File: config.mk
export PLATFORM = sky130hd
export DESIGN_NAME = sacc_top
export DESIGN_NICKNAME = d
export VERILOG_FILES = /design/src/pkg/sacc_pkg.sv /design/src/sacc_top.sv
export SDC_FILE = /design/constraint.sdc
export NUM_CORES = 1
export LEC_CHECK = 0
export BUFFER_PORTS_ARGS = -buffer_cell sky130_fd_sc_hd__buf_2
export CAP_MARGIN = 20
export CORE_UTILIZATION = 48
export DETAILED_ROUTE_END_ITERATION = 16
export PLACE_DENSITY = 0.78
export REMOVE_ABC_BUFFERS = 1
export SLEW_MARGIN = 25
export SYNTH_ARGS = -nofsm -noshare
export SYNTH_HDL_FRONTEND = slang
export SYNTH_SLANG_ARGS = --single-unit
File: constraint.sdc
create_clock -name clk_sys -period 3.1 [get_ports clk_sys]
set_clock_uncertainty 0.2 [all_clocks]
set_input_delay 0.31 -clock clk_sys [delete_from_list [all_inputs] [get_ports clk_sys]]
set_output_delay 0.31 -clock clk_sys [all_outputs]
set_load 0.01 [all_outputs]
File: src/pkg/sacc_pkg.sv
// constants and types for the converter control block
package sacc_pkg;
  localparam logic [7:0] CTRL_OFS = 8'h00;
  localparam logic [7:0] CFG_OFS = 8'h04;
  localparam logic [7:0] RES_OFS = 8'h08;
  localparam logic [7:0] AUX_OFS = 8'h0C;
  localparam int CTRL_EN_BIT = 7;
  localparam int CTRL_TM_BIT = 6;
  localparam int CTRL_INT_BIT = 5;
  localparam int CTRL_BUSY_BIT = 4;
  localparam int CTRL_WINT_BIT = 3;
  localparam int CFG_DIV_LSB = 3;
  localparam int CFG_LJ_BIT = 2;
  localparam int AUX_IE_BIT = 0;
  localparam int AUX_DIFF_BIT = 1;
  localparam int AUX_T2W_BIT = 2;
  localparam int AUX_T3W_BIT = 3;
  localparam logic [4:0] DIV_RST = 5'h1F;
  localparam logic [1:0] TRACK_CLKS = 2'h3;
  localparam logic [3:0] SAR_CLKS = 4'hA;
  localparam logic [1:0] RESP_OKAY = 2'h0;
  localparam logic [1:0] RESP_SLVERR = 2'h2;
  localparam logic [2:0] SRC_SW = 3'h0;
  localparam logic [2:0] SRC_T0 = 3'h1;
  localparam logic [2:0] SRC_T2 = 3'h2;
  localparam logic [2:0] SRC_T1 = 3'h3;
  localparam logic [2:0] SRC_PIN = 3'h4;
  localparam logic [2:0] SRC_T3 = 3'h5;
  typedef enum logic [1:0] {ST_IDLE, ST_TRACK, ST_CONV} sacc_state_t;
endpackage

File: src/sacc_top.sv
// conversion control with axi4-lite register access
`timescale 1ns/10ps
module sacc_top (
  // clock and reset
  input wire logic clk_sys,
  input wire logic reset,
  // axi4-lite slave
  input wire logic [7:0] s_axi_awaddr,
  input wire logic s_axi_awvalid,
  output logic s_axi_awready,
  input wire logic [31:0] s_axi_wdata,
  input wire logic [3:0] s_axi_wstrb,
  input wire logic s_axi_wvalid,
  output logic s_axi_wready,
  output logic [1:0] s_axi_bresp,
  output logic s_axi_bvalid,
  input wire logic s_axi_bready,
  input wire logic [7:0] s_axi_araddr,
  input wire logic s_axi_arvalid,
  output logic s_axi_arready,
  output logic [31:0] s_axi_rdata,
  output logic [1:0] s_axi_rresp,
  output logic s_axi_rvalid,
  input wire logic s_axi_rready,
  // trigger sources
  input wire logic tmr0_ovf,
  input wire logic tmr1_ovf,
  input wire logic tmr2_low_ovf,
  input wire logic tmr2_high_ovf,
  input wire logic tmr3_low_ovf,
  input wire logic tmr3_high_ovf,
  input wire logic external_start_pin,
  input wire logic standby_req,
  // sar core handshake
  input wire logic [9:0] sar_code,
  output logic sar_clk_pulse,
  output logic track_en,
  output logic sar_convert,
  output logic sar_sample,
  output logic conv_irq
);
  typedef struct packed {
    logic aw_got, w_got;
    logic [7:0] aw_addr;
    logic [31:0] wdata;
    logic [3:0] wstrb;
    logic bvalid;
    logic [1:0] bresp;
    logic rvalid;
    logic [31:0] rdata;
    logic [1:0] rresp;
    logic conv_enable, tracking_mode_select, conv_complete_flag;
    logic window_compare_flag;
    logic [2:0] start_source_select;
    logic [4:0] conv_clock_divider;
    logic justify_select;
    logic irq_en, diff_mode, t2_wide, t3_wide;
    logic [7:0] result_high_byte, result_low_byte;
    logic [4:0] div_cnt;
    logic [3:0] step;
    sacc_pkg::sacc_state_t st;
    logic pin_s1, pin_s2, pin_d;
    logic sample, irq;
  } sacc_reg_t;

  sacc_reg_t r_ff, nxt_r;
  logic tick, pin_rise, trig, wr_fire, sw_start, conv_done;
  logic [9:0] code;
  logic [15:0] res_word;
  logic [31:0] ctrl_rd, cfg_rd, aux_rd;

  assign tick = (r_ff.div_cnt == r_ff.conv_clock_divider);
  assign pin_rise = r_ff.pin_s2 & ~r_ff.pin_d;
  assign wr_fire = r_ff.aw_got & r_ff.w_got & ~r_ff.bvalid;
  assign sw_start = wr_fire && r_ff.aw_addr == sacc_pkg::CTRL_OFS
    && r_ff.wstrb[0] && r_ff.wdata[sacc_pkg::CTRL_BUSY_BIT]
    && r_ff.start_source_select == sacc_pkg::SRC_SW;
  assign conv_done = (r_ff.st == sacc_pkg::ST_CONV) && tick
    && (r_ff.step == sacc_pkg::SAR_CLKS - 4'h1);
  assign code = sar_code;

  // start source mux
  always_comb
  begin
    unique case (r_ff.start_source_select)
      sacc_pkg::SRC_SW: trig = sw_start;
      sacc_pkg::SRC_T0: trig = tmr0_ovf;
      sacc_pkg::SRC_T2: trig = r_ff.t2_wide ? tmr2_high_ovf : tmr2_low_ovf;
      sacc_pkg::SRC_T1: trig = tmr1_ovf;
      sacc_pkg::SRC_PIN: trig = pin_rise;
      sacc_pkg::SRC_T3: trig = r_ff.t3_wide ? tmr3_high_ovf : tmr3_low_ovf;
      default: trig = 1'b0;
    endcase
  end

  // result formatting
  always_comb
  begin
    if (r_ff.justify_select)
      res_word = {code, 6'h00};
    else if (r_ff.diff_mode)
      res_word = {{6{code[9]}}, code};
    else
      res_word = {6'h00, code};
  end

  assign ctrl_rd = {24'h000000, r_ff.conv_enable, r_ff.tracking_mode_select,
    r_ff.conv_complete_flag, r_ff.st != sacc_pkg::ST_IDLE,
    r_ff.window_compare_flag, r_ff.start_source_select};
  assign cfg_rd = {24'h000000, r_ff.conv_clock_divider, r_ff.justify_select,
    2'h0};
  assign aux_rd = {28'h0000000, r_ff.t3_wide, r_ff.t2_wide, r_ff.diff_mode,
    r_ff.irq_en};

  always_comb
  begin
    nxt_r = r_ff;
    // pin synchroniser and edge detect
    nxt_r.pin_s1 = external_start_pin;
    nxt_r.pin_s2 = r_ff.pin_s1;
    nxt_r.pin_d = r_ff.pin_s2;
    nxt_r.sample = 1'b0;
    nxt_r.div_cnt = tick ? 5'h00 : r_ff.div_cnt + 5'h01;
    // axi write capture
    if (s_axi_awvalid && !r_ff.aw_got)
    begin
      nxt_r.aw_got = 1'b1;
      nxt_r.aw_addr = s_axi_awaddr;
    end
    if (s_axi_wvalid && !r_ff.w_got)
    begin
      nxt_r.w_got = 1'b1;
      nxt_r.wdata = s_axi_wdata;
      nxt_r.wstrb = s_axi_wstrb;
    end
    if (wr_fire)
    begin
      nxt_r.bvalid = 1'b1;
      nxt_r.bresp = sacc_pkg::RESP_OKAY;
      if (r_ff.wstrb[0])
        unique case (r_ff.aw_addr)
          sacc_pkg::CTRL_OFS:
          begin
            nxt_r.conv_enable = r_ff.wdata[sacc_pkg::CTRL_EN_BIT];
            nxt_r.tracking_mode_select = r_ff.wdata[sacc_pkg::CTRL_TM_BIT];
            // clear only by writing 0
            if (!r_ff.wdata[sacc_pkg::CTRL_INT_BIT])
              nxt_r.conv_complete_flag = 1'b0;
            nxt_r.window_compare_flag = r_ff.wdata[sacc_pkg::CTRL_WINT_BIT];
            nxt_r.start_source_select = r_ff.wdata[2:0];
          end
          sacc_pkg::CFG_OFS:
          begin
            nxt_r.conv_clock_divider = r_ff.wdata[7:3];
            nxt_r.justify_select = r_ff.wdata[sacc_pkg::CFG_LJ_BIT];
          end
          sacc_pkg::RES_OFS:
          begin
            nxt_r.result_low_byte = r_ff.wdata[7:0];
            if (r_ff.wstrb[1])
              nxt_r.result_high_byte = r_ff.wdata[15:8];
          end
          sacc_pkg::AUX_OFS:
          begin
            nxt_r.irq_en = r_ff.wdata[sacc_pkg::AUX_IE_BIT];
            nxt_r.diff_mode = r_ff.wdata[sacc_pkg::AUX_DIFF_BIT];
            nxt_r.t2_wide = r_ff.wdata[sacc_pkg::AUX_T2W_BIT];
            nxt_r.t3_wide = r_ff.wdata[sacc_pkg::AUX_T3W_BIT];
          end
          default: nxt_r.bresp = sacc_pkg::RESP_SLVERR;
        endcase
      else if (r_ff.aw_addr != sacc_pkg::CTRL_OFS
        && r_ff.aw_addr != sacc_pkg::CFG_OFS
        && r_ff.aw_addr != sacc_pkg::RES_OFS
        && r_ff.aw_addr != sacc_pkg::AUX_OFS)
        nxt_r.bresp = sacc_pkg::RESP_SLVERR;
    end
    if (r_ff.bvalid && s_axi_bready)
    begin
      nxt_r.bvalid = 1'b0;
      nxt_r.aw_got = 1'b0;
      nxt_r.w_got = 1'b0;
    end
    // axi read
    if (s_axi_arvalid && !r_ff.rvalid)
    begin
      nxt_r.rvalid = 1'b1;
      nxt_r.rresp = sacc_pkg::RESP_OKAY;
      unique case (s_axi_araddr)
        sacc_pkg::CTRL_OFS: nxt_r.rdata = ctrl_rd;
        sacc_pkg::CFG_OFS: nxt_r.rdata = cfg_rd;
        sacc_pkg::RES_OFS: nxt_r.rdata = {16'h0000, r_ff.result_high_byte,
          r_ff.result_low_byte};
        sacc_pkg::AUX_OFS: nxt_r.rdata = aux_rd;
        default:
        begin
          nxt_r.rdata = 32'h00000000;
          nxt_r.rresp = sacc_pkg::RESP_SLVERR;
        end
      endcase
    end
    else if (r_ff.rvalid && s_axi_rready)
      nxt_r.rvalid = 1'b0;
    // conversion sequencer
    unique case (r_ff.st)
      // triggers only seen in idle
      sacc_pkg::ST_IDLE:
        if (r_ff.conv_enable && trig)
        begin
          nxt_r.step = 4'h0;
          nxt_r.st = r_ff.tracking_mode_select ? sacc_pkg::ST_TRACK
            : sacc_pkg::ST_CONV;
          nxt_r.sample = ~r_ff.tracking_mode_select;
        end
      sacc_pkg::ST_TRACK:
        if (tick)
        begin
          if (r_ff.step == {2'h0, sacc_pkg::TRACK_CLKS} - 4'h1)
          begin
            nxt_r.step = 4'h0;
            nxt_r.st = sacc_pkg::ST_CONV;
            nxt_r.sample = 1'b1;
          end
          else
            nxt_r.step = r_ff.step + 4'h1;
        end
      sacc_pkg::ST_CONV:
        if (conv_done)
        begin
          nxt_r.st = sacc_pkg::ST_IDLE;
          nxt_r.conv_complete_flag = 1'b1;
          nxt_r.result_high_byte = res_word[15:8];
          nxt_r.result_low_byte = res_word[7:0];
        end
        else if (tick)
          nxt_r.step = r_ff.step + 4'h1;
    endcase
    // interrupt level follows the complete flag while irq_en is set
    nxt_r.irq = r_ff.irq_en & nxt_r.conv_complete_flag;
    // disable aborts conversion
    if (!r_ff.conv_enable)
      nxt_r.st = sacc_pkg::ST_IDLE;
  end

  always_ff @(posedge clk_sys or posedge reset)
  begin
    if (reset)
    begin
      r_ff <= '0;
      r_ff.conv_clock_divider <= sacc_pkg::DIV_RST;
    end
    else
      r_ff <= nxt_r;
  end

  assign s_axi_awready = ~r_ff.aw_got;
  assign s_axi_wready = ~r_ff.w_got;
  assign s_axi_bvalid = r_ff.bvalid;
  assign s_axi_bresp = r_ff.bresp;
  assign s_axi_arready = ~r_ff.rvalid;
  assign s_axi_rvalid = r_ff.rvalid;
  assign s_axi_rdata = r_ff.rdata;
  assign s_axi_rresp = r_ff.rresp;
  assign sar_clk_pulse = tick & r_ff.conv_enable;
  assign sar_convert = r_ff.st == sacc_pkg::ST_CONV;
  assign sar_sample = r_ff.sample;
  assign conv_irq = r_ff.irq;
  // track window per mode
  assign track_en = r_ff.conv_enable & ~standby_req
    & (r_ff.tracking_mode_select
      ? (r_ff.st == sacc_pkg::ST_TRACK
        || (r_ff.st == sacc_pkg::ST_IDLE
          && r_ff.start_source_select == sacc_pkg::SRC_PIN && !r_ff.pin_s2))
      : r_ff.st != sacc_pkg::ST_CONV);
endmodule // sacc_top

==> flow_metrics.env <==
export IMPL_vias_per_cell=5.30
export IMPL_gp_congestion=0.857
export IMPL_synthTopCellsByArea="dfrtp_1 48%, mux2_2 11%, buf_4 5.6%"
export IMPL_grt_first_pass_wirelength_mm=16.9
export IMPL_die_area_sq_um=10400
export IMPL_layout_nets=612
export IMPL_final_util=0.584
export IMPL_p_total_mw=3.36
export IMPL_io_buffer_count=86
export IMPL_slowest_stage="nor4_1"
export IMPL_r2r_start="r_ff[124]$_DFFE_PP0P_"
export IMPL_period_share=0.802
export IMPL_p_per_area_nw_per_um2=592
export IMPL_fin_crit_ps=2490
export IMPL_ant_nets=0
export IMPL_core_area_sq_um=9730
export IMPL_fillers=853
export IMPL_die_h_microns=102
export IMPL_overflow=0
export IMPL_grt_met1_usage=0.277
export IMPL_path_clk_slew_ps=90
export IMPL_layout_drive_gt1_share=0.317
export IMPL_maxSlewViolCount=0
export IMPL_rrSetupSlack_ps=610
export IMPL_yosysWarnings=0
export IMPL_synth_edf_count=0
export IMPL_grt_most_used_layer="met2"
export IMPL_met2_usage=0.357
export IMPL_hold_path_class="input pin to register"
export IMPL_dr_pass1_iters=4
export IMPL_diodes=0
export IMPL_async_flop_share=1.00
export IMPL_setup_violations=0
export IMPL_clk_latency_ps=380
export IMPL_slowest_delay_ps=480
export IMPL_clkSinkCount=97
export IMPL_worst_pin_slew_ps=742
export IMPL_root_buffer="clkbuf_8"
export IMPL_end_kind="register"
export IMPL_synth_cell_types=53
export IMPL_grt_util_met3=0.0458
export IMPL_drt_total_wl_mm=10.4
export IMPL_hpwlAfterDp_mm=7.36
export IMPL_antenna_found_initial=0
export IMPL_drc=0
export IMPL_synth_seq_area_share=0.507
export IMPL_cts_buffers=9
export IMPL_syn_instance_count=426
export IMPL_syn_to_final_growth_pct=18.4
export IMPL_synth_area_per_cell_sq_um=11.3
export IMPL_instances_no_fill=666
export IMPL_fp_dieW_microns=102
export IMPL_startpoint_type="register"
export IMPL_crit_type="register to register"
export IMPL_max_vdd_ir_drop_mv=0.435
export IMPL_grt_pass1_vias=3476
export IMPL_postCtsSetupBuffers=0
export IMPL_crit_chain="nor4_1 > nand4_1 > a311o_1 > a21oi_1 > mux2_2"
export IMPL_worstSetupEndpoint="r_ff[7]$_DFFE_PP0P_"
export IMPL_critPathRequiredTime_ps=3170
export IMPL_rr_worst_depth=5
export IMPL_io_pins=123
export IMPL_leakagePower_nw=2.77
export IMPL_synth_top_cell_area_share=0.480
export IMPL_grt_max_degree=45
export IMPL_crit_arrival_ps=2550
export IMPL_layout_common_cells="92 x dfrtp_1, 86 x buf_2, 46 x mux2_2"
export IMPL_maxCapViolCount=0
export IMPL_post_drt_wl_per_cell_microns=15.6
export IMPL_fin_setup_tns_ps=0
export IMPL_slew_headroom=0.505
export IMPL_synth_area_sq_um=4800
export IMPL_ys_seq_elements=97
export IMPL_hold_viol=0
export IMPL_route_vias_total=3530
export IMPL_cts_resized=0
export IMPL_fin_hold_ws_ps=26.2
export IMPL_htree_levels=3
export IMPL_outcome="finished, final reports clean"
export IMPL_final_common_cell="dfrtp_1"
export IMPL_r2r_end="r_ff[7]$_DFFE_PP0P_"
export IMPL_fmax_mhz=402
export IMPL_cts_tree="yes"
export IMPL_start_util=0.493
export IMPL_rsz0062_at_grt="false"
export IMPL_worst_path_max_fanout=4
export IMPL_std_cell_rows=36
export IMPL_drt_iter0_drc=178
export IMPL_yosys_area_top_type="dfrtp_1"
export IMPL_ys_flop_type="dfrtp_1"
export IMPL_track_usage=0.216
export IMPL_clock_path_buffers=2
export IMPL_setup_worst_path_start="r_ff[124]$_DFFE_PP0P_"
export IMPL_dp_cells=617
==> worst min path at each step <==
stage,end,cells after the start,start,slack (ps)
4_1_cts,r_ff[21]$_DFF_PP0_,3,sar_code[5],10
3_5_place_dp,nxt_r[2]$_DFF_PP0_,0,nxt_r[3]$_DFF_PP0_,140
3_3_place_gp,nxt_r[2]$_DFF_PP0_,0,nxt_r[3]$_DFF_PP0_,140
2_1_floorplan,nxt_r[2]$_DFF_PP0_,0,nxt_r[3]$_DFF_PP0_,130
6_report,r_ff[30]$_DFF_PP0_,3,sar_code[8],30
5_1_grt,r_ff[21]$_DFF_PP0_,3,sar_code[5],10
==> through the flow <==
step,instance area [sq um],setup slack [ps]
final,5680,613
after global routing,5680,457
after CTS,5680,621
after detailed placement,5170,651
after global placement,5170,697
after floorplan,4520,64.6
==> flip-flops by register name, indices dropped and copies added, names as in the netlist <==
signal / cells
ctrl_rd: 7
s_axi_rdata: 16
nxt_r: 2
sar_sample: 1
aux_rd: 4
conv_irq: 1
s_axi_bvalid: 1
s_axi_rvalid: 1
s_axi_rresp: 1
s_axi_bresp: 1
cfg_rd: 6
r_ff: 56
==> area by class of cell <==
class / instances / area [sq um] / share of cell area
clock buffers: 10 / 138 / 0.0242
repair buffers: 126 / 813 / 0.143
well taps: 133 / 166 / 0.0293
inverters: 23 / 87.6 / 0.0154
multi-input cells: 271 / 2000 / 0.353
flip-flops and latches: 97 / 2430 / 0.428
clock inverters: 6 / 41.3 / 0.00726
==> cell families (layout without fill, tap and decap cells) <==
| kind of cell | Yosys count | count (layout) | share of synthesized area |
|---|---|---|---|
| other | 1 | 18 | 0.000781 |
| muxes | 71 | 71 | 0.165 |
| buffers and inverters | 75 | 165 | 0.0894 |
| DFF | 97 | 97 | 0.507 |
| AOI/OAI and AO/OA | 82 | 82 | 0.108 |
| xor gates and xnor gates | 8 | 8 | 0.0146 |
| and+or+nand+nor | 85 | 85 | 0.0964 |
| adders and majority gates | 7 | 7 | 0.0182 |
==> cell usage after synthesis (3+ instances only) <==
cell / count
nor4_1: 4
clkbuf_1: 9
o21ai_0: 16
a211oi_1: 10
or3_1: 3
nor2_1: 19
nor2b_1: 11
nand3_1: 6
a221oi_1: 3
a21oi_1: 31
mux2_2: 46
xnor2_1: 4
nand2_1: 19
nor3_1: 3
dfrtp_1: 92
a22o_1: 8
and3_1: 3
xor2_1: 4
dfstp_2: 5
buf_4: 36
inv_1: 23
ha_1: 7
buf_2: 3
mux2i_1: 23
==> timing repair <==
item,CTS,global route
hold endpoints to repair,74,0
hold buffers,33,0
setup endpoints to repair,0,0
==> routing by layer <==
layer	vias up	share of wire
li1	1659	-
met1	1763	0.44
met2	90	0.50
met3	18	0.035
met4	0	0.021
met5	-	0
==> power breakdown <==
part / switching, mW / internal, mW / total (mW)
logic: 0.360 / 0.419 / 0.779
clock network: 0.458 / 0.313 / 0.771
registers: 0.268 / 1.55 / 1.81
==> worst max-delay path, delay by kind of cell (launching register included) <==
family          cells  cell delay [ps]
compound gates      2              710
flops               1              390
mux                 1              360
simple gates        2              710
Note: power is estimated with default switching activity, not from simulation.
